### config.mk
export PLATFORM = sky130hd
export DESIGN_NAME = adcc_ctrl
export DESIGN_NICKNAME = d
export VERILOG_FILES = /design/src/include/adcc_pkg.sv /design/src/core/adcc_fall_det.sv /design/src/core/adcc_result_fmt.sv /design/src/core/adcc_ctrl.sv
export SDC_FILE = /design/constraint.sdc
export NUM_CORES = 1
export LEC_CHECK = 0
export ABC_AREA = 1
export BUFFER_PORTS_ARGS = -buffer_cell sky130_fd_sc_hd__buf_4
export CAP_MARGIN = 20
export CORE_ASPECT_RATIO = 2
export CORE_UTILIZATION = 42
export CTS_CLUSTER_SIZE = 16
export DETAILED_ROUTE_END_ITERATION = 10
export GPL_TIMING_DRIVEN = 0
export PLACE_DENSITY = 0.77
export SLEW_MARGIN = 15
export SYNTH_ARGS = -nofsm -noshare
export SYNTH_HDL_FRONTEND = slang
export SYNTH_SLANG_ARGS = --single-unit
### constraint.sdc
create_clock -name mclk -period 1.4 [get_ports mclk]
set_clock_uncertainty 0.05 [all_clocks]
set_input_delay 0.28 -clock mclk [delete_from_list [all_inputs] [get_ports mclk]]
set_output_delay 0.28 -clock mclk [all_outputs]
set_load 0.05 [all_outputs]
### src/include/adcc_pkg.sv
// Package with the register map, field positions and carrier types of the converter control
package adcc_pkg;

    // ------------------------------------------------------------
    // Bus geometry
    // ------------------------------------------------------------
    localparam int ADDR_W = 5;
    localparam int DATA_W = 32;
    localparam int BE_W = 4;

    // ------------------------------------------------------------
    // Register byte offsets
    // ------------------------------------------------------------
    localparam logic [ADDR_W-1:0] OFF_CTRL = 5'h00;
    localparam logic [ADDR_W-1:0] OFF_RES_HIGH = 5'h04;
    localparam logic [ADDR_W-1:0] OFF_RES_LOW = 5'h08;
    localparam logic [ADDR_W-1:0] OFF_IRQ_STAT = 5'h0C;
    localparam logic [ADDR_W-1:0] OFF_IRQ_CLR = 5'h10;
    localparam logic [ADDR_W-1:0] OFF_IRQ_EN = 5'h14;

    // ------------------------------------------------------------
    // Control register fields
    // ------------------------------------------------------------
    localparam int CTRL_W = 8;
    localparam int BIT_START = 7;
    localparam int BIT_BUSY = 6;
    localparam int BIT_ENABLE = 5;
    localparam int BIT_FORMAT = 4;
    localparam int CHAN_W = 4;
    localparam int CHAN_LSB = 0;
    localparam int CTRL_LANE = 0;
    localparam logic [CHAN_W-1:0] CHAN_RST = 4'h0;

    // ------------------------------------------------------------
    // Result and interrupt layout
    // ------------------------------------------------------------
    localparam int RES_W = 12;
    localparam int BYTE_W = 8;
    localparam int NIB_W = 4;
    localparam logic [RES_W-1:0] RES_RST = 12'h000;
    localparam int IRQ_W = 2;
    localparam int IRQ_DONE = 0;
    localparam int IRQ_IGNORED = 1;
    localparam logic [IRQ_W-1:0] IRQ_RST = 2'h0;

    // ------------------------------------------------------------
    // Conversion sequencer states
    // ------------------------------------------------------------
    typedef enum logic [2:0] {
        ST_IDLE = 3'h1,
        ST_RESET = 3'h2,
        ST_BUSY = 3'h4
    } adcc_state_t;

    // Controls driven toward the analog core
    typedef struct packed {
        logic power;
        logic hold_reset;
        logic go;
        logic [CHAN_W-1:0] channel;
    } adcc_core_req_t;

    // Answer of the analog core
    typedef struct packed {
        logic done;
        logic [RES_W-1:0] data;
    } adcc_core_rsp_t;

endpackage

### src/core/adcc_fall_det.sv
// Falling edge detector for the start control bit
`timescale 1ns/100ps
module adcc_fall_det (
    input wire logic mclk,   // System clock
    input wire logic rst,    // Async reset, high
    input wire logic level,  // Level to watch
    output logic fall        // High for the cycle after a high-to-low change
);

    logic prev_ff;

    // Last cycle's level
    always_ff @(posedge mclk or posedge rst) begin
        if (rst) begin
            prev_ff <= 1'b0;
        end else begin
            prev_ff <= level;
        end
    end

    // High once the level was high and is now low
    assign fall = prev_ff && !level;

endmodule

### src/core/adcc_result_fmt.sv
// Splits the 12-bit result across the high and low result registers
`timescale 1ns/100ps
module adcc_result_fmt (
    input wire logic [adcc_pkg::RES_W-1:0] raw,   // Captured result
    input wire logic fmt,                         // Format select
    output logic [adcc_pkg::BYTE_W-1:0] res_high, // High register view
    output logic [adcc_pkg::BYTE_W-1:0] res_low   // Low register view
);

    localparam logic [adcc_pkg::NIB_W-1:0] NIB_ZERO = 4'h0;

    wire [adcc_pkg::BYTE_W-1:0] left_high = raw[adcc_pkg::RES_W-1 -: adcc_pkg::BYTE_W];
    wire [adcc_pkg::BYTE_W-1:0] left_low = {raw[adcc_pkg::NIB_W-1:0], NIB_ZERO};
    wire [adcc_pkg::BYTE_W-1:0] right_high = {NIB_ZERO, raw[adcc_pkg::RES_W-1 -: adcc_pkg::NIB_W]};
    wire [adcc_pkg::BYTE_W-1:0] right_low = raw[adcc_pkg::BYTE_W-1:0];

    // Select left or right alignment
    assign res_high = fmt ? right_high : left_high;
    assign res_low = fmt ? right_low : left_low;

endmodule

### src/core/adcc_ctrl.sv
// Converter control block: Avalon-MM registers, start sequencing and interrupts
//
// Local design decisions: the register addresses and register access over Avalon-MM.
`timescale 1ns/100ps
module adcc_ctrl (
    input wire logic mclk,                                   // System clock, 50 MHz
    input wire logic rst,                                    // Async reset, high
    input wire logic [adcc_pkg::ADDR_W-1:0] avs_address,     // Byte address
    input wire logic avs_read,                               // Read request
    input wire logic avs_write,                              // Write request
    input wire logic [adcc_pkg::DATA_W-1:0] avs_writedata,   // Write data
    input wire logic [adcc_pkg::BE_W-1:0] avs_byteenable,    // Byte lanes
    output logic [adcc_pkg::DATA_W-1:0] avs_readdata,        // Read data
    output logic avs_waitrequest,                            // Stall
    input wire adcc_pkg::adcc_core_rsp_t core_rsp,           // From analog core
    output adcc_pkg::adcc_core_req_t core_req,               // To analog core
    output logic irq                                         // Level interrupt
);

    // ------------------------------------------------------------
    // Declarations
    // ------------------------------------------------------------
    localparam logic [adcc_pkg::DATA_W-1:0] RD_ZERO = 32'h0000_0000;

    logic wait_ff;
    logic [adcc_pkg::DATA_W-1:0] rdata_ff;
    logic start_ff;
    logic enable_ff;
    logic format_ff;
    logic [adcc_pkg::CHAN_W-1:0] chan_ff;
    logic [adcc_pkg::RES_W-1:0] result_ff;
    logic [adcc_pkg::IRQ_W-1:0] status_ff;
    logic [adcc_pkg::IRQ_W-1:0] irq_en_ff;
    logic irq_ff;
    adcc_pkg::adcc_state_t state_ff;
    adcc_pkg::adcc_state_t nxt_state;
    adcc_pkg::adcc_core_req_t req_ff;
    adcc_pkg::adcc_core_req_t nxt_req;
    logic [adcc_pkg::DATA_W-1:0] rd_mux;
    logic start_fall;
    logic [adcc_pkg::BYTE_W-1:0] res_high;
    logic [adcc_pkg::BYTE_W-1:0] res_low;

    // Address match
    function automatic logic hit(input logic [adcc_pkg::ADDR_W-1:0] addr,
                                 input logic [adcc_pkg::ADDR_W-1:0] off);
        hit = (addr == off);
    endfunction

    // ------------------------------------------------------------
    // Bus decode
    // ------------------------------------------------------------
    // Transfer completes in the cycle waitrequest is low
    wire acc_write = avs_write && !wait_ff;
    wire lane0 = avs_byteenable[adcc_pkg::CTRL_LANE];
    wire wr_ctrl = acc_write && lane0 && hit(avs_address, adcc_pkg::OFF_CTRL);
    wire wr_clr = acc_write && lane0 && hit(avs_address, adcc_pkg::OFF_IRQ_CLR);
    wire wr_en = acc_write && lane0 && hit(avs_address, adcc_pkg::OFF_IRQ_EN);
    // Readdata is registered, so every transfer takes one wait cycle
    wire nxt_wait = !((avs_read || avs_write) && wait_ff);
    wire [adcc_pkg::IRQ_W-1:0] wr_bits = avs_writedata[adcc_pkg::IRQ_W-1:0];

    // ------------------------------------------------------------
    // Sequencer
    // ------------------------------------------------------------
    wire busy = (state_ff == adcc_pkg::ST_BUSY);
    wire launch = (state_ff == adcc_pkg::ST_RESET) && enable_ff && start_fall;
    wire capture = busy && enable_ff && !start_ff && core_rsp.done;
    // A fall while disabled launches nothing and only raises a flag
    wire ignored = start_fall && !enable_ff;
    wire [adcc_pkg::IRQ_W-1:0] events = {ignored, capture};
    wire [adcc_pkg::IRQ_W-1:0] clr_bits = wr_clr ? wr_bits : adcc_pkg::IRQ_RST;
    wire [adcc_pkg::IRQ_W-1:0] nxt_status = events | (status_ff & ~clr_bits);
    wire [adcc_pkg::CTRL_W-1:0] ctrl_view = {start_ff, busy, enable_ff, format_ff, chan_ff};

    adcc_fall_det u_fall (
        .mclk(mclk),
        .rst(rst),
        .level(start_ff),
        .fall(start_fall)
    );

    adcc_result_fmt u_fmt (
        .raw(result_ff),
        .fmt(format_ff),
        .res_high(res_high),
        .res_low(res_low)
    );

    // Next sequencer state
    always_comb begin
        nxt_state = state_ff;
        case (state_ff)
            adcc_pkg::ST_IDLE: begin
                if (enable_ff && start_ff) begin
                    nxt_state = adcc_pkg::ST_RESET;
                end
            end
            adcc_pkg::ST_RESET: begin
                if (!enable_ff) begin
                    nxt_state = adcc_pkg::ST_IDLE;
                end else if (start_fall) begin
                    nxt_state = adcc_pkg::ST_BUSY;
                end
            end
            adcc_pkg::ST_BUSY: begin
                if (!enable_ff) begin
                    nxt_state = adcc_pkg::ST_IDLE;
                end else if (start_ff) begin
                    // Start raised again aborts the run and re-arms
                    nxt_state = adcc_pkg::ST_RESET;
                end else if (core_rsp.done) begin
                    nxt_state = adcc_pkg::ST_IDLE;
                end
            end
            default: begin
                nxt_state = adcc_pkg::ST_IDLE;
            end
        endcase
    end

    // Controls toward the analog core
    always_comb begin
        nxt_req.power = enable_ff;
        nxt_req.hold_reset = start_ff;
        nxt_req.go = launch;
        nxt_req.channel = chan_ff;
    end

    // Read data selection
    always_comb begin
        rd_mux = RD_ZERO;
        if (hit(avs_address, adcc_pkg::OFF_CTRL)) begin
            rd_mux[adcc_pkg::CTRL_W-1:0] = ctrl_view;
        end else if (hit(avs_address, adcc_pkg::OFF_RES_HIGH)) begin
            rd_mux[adcc_pkg::BYTE_W-1:0] = res_high;
        end else if (hit(avs_address, adcc_pkg::OFF_RES_LOW)) begin
            rd_mux[adcc_pkg::BYTE_W-1:0] = res_low;
        end else if (hit(avs_address, adcc_pkg::OFF_IRQ_STAT)) begin
            rd_mux[adcc_pkg::IRQ_W-1:0] = status_ff;
        end else if (hit(avs_address, adcc_pkg::OFF_IRQ_EN)) begin
            rd_mux[adcc_pkg::IRQ_W-1:0] = irq_en_ff;
        end
    end

    // ------------------------------------------------------------
    // Registers
    // ------------------------------------------------------------
    // Bus handshake, one wait cycle per transfer
    always_ff @(posedge mclk or posedge rst) begin
        if (rst) begin
            wait_ff <= 1'b1;
            rdata_ff <= RD_ZERO;
        end else begin
            wait_ff <= nxt_wait;
            rdata_ff <= rd_mux;
        end
    end

    // Control fields; the busy bit is not writable
    always_ff @(posedge mclk or posedge rst) begin
        if (rst) begin
            start_ff <= 1'b0;
            enable_ff <= 1'b0;
            format_ff <= 1'b0;
            chan_ff <= adcc_pkg::CHAN_RST;
        end else if (wr_ctrl) begin
            start_ff <= avs_writedata[adcc_pkg::BIT_START];
            enable_ff <= avs_writedata[adcc_pkg::BIT_ENABLE];
            format_ff <= avs_writedata[adcc_pkg::BIT_FORMAT];
            chan_ff <= avs_writedata[adcc_pkg::CHAN_LSB +: adcc_pkg::CHAN_W];
        end
    end

    // Sequencer state and core controls
    always_ff @(posedge mclk or posedge rst) begin
        if (rst) begin
            state_ff <= adcc_pkg::ST_IDLE;
            req_ff <= '0;
        end else begin
            state_ff <= nxt_state;
            req_ff <= nxt_req;
        end
    end

    // Result capture, only while enabled
    // The raw word is kept; the split is applied on read
    always_ff @(posedge mclk or posedge rst) begin
        if (rst) begin
            result_ff <= adcc_pkg::RES_RST;
        end else if (capture) begin
            result_ff <= core_rsp.data;
        end
    end

    // Sticky status, set wins over clear
    always_ff @(posedge mclk or posedge rst) begin
        if (rst) begin
            status_ff <= adcc_pkg::IRQ_RST;
            irq_en_ff <= adcc_pkg::IRQ_RST;
            irq_ff <= 1'b0;
        end else begin
            status_ff <= nxt_status;
            irq_en_ff <= wr_en ? wr_bits : irq_en_ff;
            irq_ff <= |(status_ff & irq_en_ff);
        end
    end

    assign avs_waitrequest = wait_ff;
    assign avs_readdata = rdata_ff;
    assign core_req = req_ff;
    assign irq = irq_ff;
endmodule

After elaboration in Yosys (flattened, before gate mapping)
Cells that the tools add are included.
- ROM bits: 0
- bits in registers: 43
- bits in writable memories: 0
- latch bits: 0
- input bits: 58
- logic and storage cells: 68
- memories: 0
- output and inout bits: 41
- $add $sub $neg: 0
- multiply operators: 0
- divide/modulo/power cells: 0
- eq/ne operators: 11
- mux-type cells: 16
- $lt $le $gt $ge: 0
- bitwise gates (word level): 4
- shift-type cells: 0
- reductions and logical operators: 22
- operator list (kind ; number):
    $mux W8 ; 4
    $mux W3 ; 6
    $logic_and A1 B1 Y1 ; 14
    $eq A5 B4 Y1 const B ; 2
    $eq A5 B5 Y1 const B ; 2
    $pmux W3 S3 ; 1
    $mux W2 ; 4
    $mux W6 ; 1
    $eq A5 B3 Y1 const B ; 1
    $logic_not A5 Y1 ; 1
    $and A2 B2 Y2 ; 2
    $logic_not A1 Y1 ; 4
    $ne A4 B4 Y1 const B ; 1
    $eq A3 B1 Y1 const B ; 1
    $eq A3 B2 Y1 const B ; 1
    $eq A3 B3 Y1 const B ; 1
    $ne A3 B3 Y1 const B ; 1
    $reduce_and A3 Y1 ; 1
    $ne A2 B2 Y1 const B ; 1
    $not A2 Y2 ; 1
    $or A2 B2 Y2 ; 1
    $reduce_or A2 Y1 ; 1
    $logic_or A1 B1 Y1 ; 1

Depth between registers and ports, before layout
- depth after elaboration: 8
- mapped depth: 8
- gate-level depth less buffers: 8

Hierarchy
A second synthesis with hierarchy kept.
- cells, all modules: 281
- area, all modules: 2229.6 um^2
- by module, submodules not included (module ; times used ; cells each ; sequential area each (um^2) ; area each (um^2)):
    adcc_ctrl ; 1 ; 234 ; 1078.5 ; 2010.7
    adcc_result_fmt ; 1 ; 43 ; 0.0 ; 180.2
    adcc_fall_det ; 1 ; 4 ; 25.0 ; 38.8

Worst setup path after synthesis
OpenSTA, ideal clock, no wires.
- kind: reg-to-reg
- from: reg state_ff[0]
- to: reg result_ff[0] (netlist bit)
- path slack: 0.130 ns
- data arrival time: 1.103 ns
- library setup time: 0.116 ns
- stages on the path, launching flop included: 9
- path through: dfstp_2 nor2_1 nand2_1 inv_2 nand4_2 inv_2 buf_4 nand2_1 nand2_1
- word-level cells in the longest chain between the ends: 4
- ends and longest elaborated chain (element ; line ; source):
    start: declaration ; adcc_ctrl.sv:35 ; adcc_pkg::adcc_state_t state_ff;
    start signal: assignment ; adcc_ctrl.sv:178 ; state_ff <= adcc_pkg::ST_IDLE;
    start signal: assignment ; adcc_ctrl.sv:181 ; state_ff <= nxt_state;
    $eq A3 B3 Y1 ; adcc_ctrl.sv:66 ; wire busy = (state_ff == adcc_pkg::ST_BUSY);
    $logic_and A1 B1 Y1 (3 in series) ; adcc_ctrl.sv:68 ; wire capture = busy && enable_ff && !start_ff && core_rsp.done;
    end signal: assignment ; adcc_ctrl.sv:190 ; result_ff <= adcc_pkg::RES_RST;
    end signal: assignment ; adcc_ctrl.sv:192 ; result_ff <= core_rsp.data;
    end: declaration ; adcc_ctrl.sv:31 ; logic [adcc_pkg::RES_W-1:0] result_ff;
Every way passes these cells.
A chain may end at the register's enable or synchronous reset.

Worst setup path in the final report
- from: reg wait_ff, in the netlist avs_waitrequest
- to: out avs_waitrequest
- RTL lines (element ; line ; source):
    start: declaration ; adcc_ctrl.sv:25 ; logic wait_ff;
    start signal: assignment ; adcc_ctrl.sv:155 ; wait_ff <= nxt_wait;
    end: declaration ; adcc_ctrl.sv:14 ; output logic avs_waitrequest,
No word-level cell between the ends.

==> summary.md <==
| Metric | Value |
|---|---|
| Run status | finished clean |
| DRC | 0 |
| Share of cells above drive strength 1 | 0.320 |
| H-Tree Depth | 2 |
| Layout Utilization | 0.589 |
| CP arrival | between 1 and 1.5 ns |
| Routed vias/inst | about 4.6 |
| Core area | 0.00491 sq mm |
| Max Fanout on Critical Path | 4 |
| WHS Path Cells | 2 |
| CTS Sinks | 43 |
| MaxCap Viol Count | 0 |
| Asr flop ratio synth | 1.00 |
| Layout area overhead | 33.8% |
| Ant diodes | 0 |
| Worst path max stage delay | 0.59 ns |
| Reg2reg end | result_ff[0]$_DFFE_PP0P_ |
| Starting Density | 0.440 |
| Max frequency | around 730 MHz |
| Multi-input gate area | 881 sq um |
| Top cell type's share of synthesized area | 0.475 |
| Minimum clock period | between 1 and 1.5 ns |
| Hold EP | avs_waitrequest$_DFF_PP1_ |
| Gr usage total | 0.185 |
| Number of buffers created by CTS | 5 |
| Cell Area, Synth | between 0.002 and 0.0025 sq mm |
| CP Launch Type | flop |
| Total congestion overflow | 0 |
| I/O Buffers | 46 |
| Clock slew at reported path FFs | approximately 0.08 ns |
| Drt first pass iters | 4 |
| ANT nets after route | 0 |
| Largest net degree at the start of global routing | 25 |
| Clk buf depth | 2 |
| Flop2flop setup slack | approximately 0.035 ns |
| FF+latch area | approximately 0.0011 sq mm |
| Most used DFF post-synth | dfrtp_1 |
| WP data required | about 1.1 ns |
| Root Buffer | clkbuf_8 |
| Register area share after synthesis | 0.499 |
| Final Cycle Share | 0.975 |
| Crit path max-delay cell type | dfstp_2 |
| Final nets | 401 |
| Count of cell types in the netlist | 29 |
| Cells after Synth | about 260 |
| CP Capture Type | output pin |
| Std cell rows | 36 |
| EDFF count, synth | 0 |
| Worst R2R Path Depth | 8 |
| Area share of fa/ha/maj cells after synthesis | 0 |
| First-pass GRT wire length | 7340 um |
| Slew Viols, Final | 0 |
| CP cell instances | buf_8 |
| Post-Synth Simple-Gate Area | 0.315 |
| Final hold vios | 0 |
| Top cells by area, synth | dfrtp_1, nand2_1, buf_4 |
| Clk_lat worst skew | 0.29 ns |
| CP top delay family | flip-flops |
| Hold Startpoint | avs_read |
| Vias | between 1500 and 2000 |
| Vias in the first global route | approximately 1700 |
| Finish-stage setup viols | 0 |
| Worst reg2reg path startpoint | state_ff[0]$_DFFE_PP1P_ |
| Dominant cell type by area after synthesis | dfrtp_1 |
| CTS tree | yes |
| Top Ports | 99 |
| Leakage | between 1.5 and 2 nW |
| Post-synthesis xor/xnor area fraction | 0 |
| Unrepaired setup endpoints after global routing | yes |
| Initial DRC count | 50 |
| Synth Warn # | 0 |
| Worst Setup Path Type | flop to output pin |
| Antenna violations before repair | 0 |
| Syn_area_per_cell | between 8 and 9 sq um |
| DP HPWL | roughly 3600 um |
| Worst min path class | input pin to flop |
| Max IR drop VDD | 0.810 mV |
| Power Density | ~1100 mW/mm^2 |
| Die footprint | between 0.005 and 0.006 sq mm |
| Die Height | 103 um |
| Multiplexer area fraction after synthesis | 0 |
| Compound-Gate Fraction of Synth Area | 0.0435 |
| Largest family of logic cells by synthesized area | simple AND/OR/NAND/NOR gates |
| WL per Instance | approximately 11 um |
| Layout fillers | roughly 470 |
| Total wire length | between 4000 and 5000 um |
| FF+latch count, synth | 43 |
| Die Width | roughly 53 um |
| Hold WS | around 0.078 ns |
| Gpl congestion | between 0.9 and 1 |
| Worst path bufs/invs | 1 |
==> state kept, by name (all words and copies together) (netlist names) <==
register         cells
result_ff           12
avs_readdata         8
core_req             6
chan_ff              4
state_ff             3
irq_en_ff            2
status_ff            2
avs_waitrequest      1
enable_ff            1
format_ff            1
irq                  1
start_ff             1
u_fall.prev_ff       1
==> Yosys cell counts (2+ instances only) <==
master / n
nand4_1: 5
nor3_1: 2
dfrtp_1: 41
o211ai_1: 2
nor2_4: 2
nand2_1: 96
dfstp_2: 2
nand3_1: 21
o21ai_1: 4
buf_4: 26
nor2_1: 14
inv_1: 16
inv_2: 3
buf_2: 2
nand2_2: 5
buf_6: 2
a21oi_1: 2
o21a_1: 2
o21ai_0: 5
nand3b_1: 2
==> routing by layer <==
metal  global-route usage  vias up  share of wire
met3               0.0336       16          0.059
met5                    0        -              0
met2                0.350       79           0.57
met1                0.179      804           0.34
met4               0.0992        0          0.030
li1                     -      939              -
==> report_power, final <==
part	total, mW	switching (mW)	internal (mW)
sequential	1.40	0.0693	1.33
combinational	0.692	0.455	0.237
clock	1.13	0.419	0.711
==> how the worst max path moves through the flow <==
stage | start | to | depth (start not counted)
after floorplan | rst | avs_readdata[0]$_DFF_PP0_ | 1
after global placement | rst | status_ff[0]$_DFF_PP0_ | 2
after detailed placement | state_ff[1]$_DFFE_PP0P_ | result_ff[2]$_DFFE_PP0P_ | 7
after CTS | state_ff[0]$_DFFE_PP1P_ | result_ff[7]$_DFFE_PP0P_ | 8
after global routing | state_ff[0]$_DFFE_PP1P_ | result_ff[3]$_DFFE_PP0P_ | 8
final | avs_waitrequest$_DFF_PP1_ | avs_waitrequest | 1
==> repair_timing <==
action / CTS / global route
gates cloned: 0 / 1
endpoints found under the setup margin: 12 / 24
hold endpoints to repair: 18 / 0
buffers inserted: 0 / 2
resized for setup: 3 / 8
hold buffers: 1 / 0
pin swaps: 0 / 1
==> layout by cell type (no fill, tap or decap), types with 2 or more instances in the layout <==
cell type	count
conb_1	24
dfstp_2	2
a21oi_1	2
nand3b_1	2
buf_6	4
nand4_1	5
o211ai_1	2
o21a_1	2
nor2_2	3
inv_1	15
nand2_1	95
o21ai_0	5
buf_4	73
o21ai_1	4
nand2_2	6
nand3_1	21
clkbuf_8	5
nor2_1	12
dfrtp_1	40
bufinv_16	2
inv_2	4
nor3_1	2
nor2_4	2
==> cells by family (layout without fill, tap and decap cells) <==
kind of cell    Yosys count  after routing
compound gates           16             16
flops                    43             43
other cells               1             24
buf+inv                  50            108
simple gates            153            153
==> layout make-up <==
class                   count  share of cell area
clock inverters             3              0.0234
repair buffers             51               0.143
plain buffers              30              0.0823
clock buffers               5              0.0238
multi-input cells         193               0.305
flip-flops and latches     43               0.374
inverters                  19              0.0247
well taps                  57              0.0247
==> stage by stage <==
stage	power [mW]	setup TNS, ns	cells	setup slack, ns	area, sq um
finish	3.22	0	401	0.0349	2890
global route	3.36	-0.131	401	-0.0278	2890
CTS	3.22	0	399	0.00565	2850
detailed placement	2.08	-0.325	390	-0.0335	2690
global placement	2.04	-16.46	389	-0.397	2660
floorplan	1.89	0	286	0.0706	2250
(Power assumes the default switching activity.)
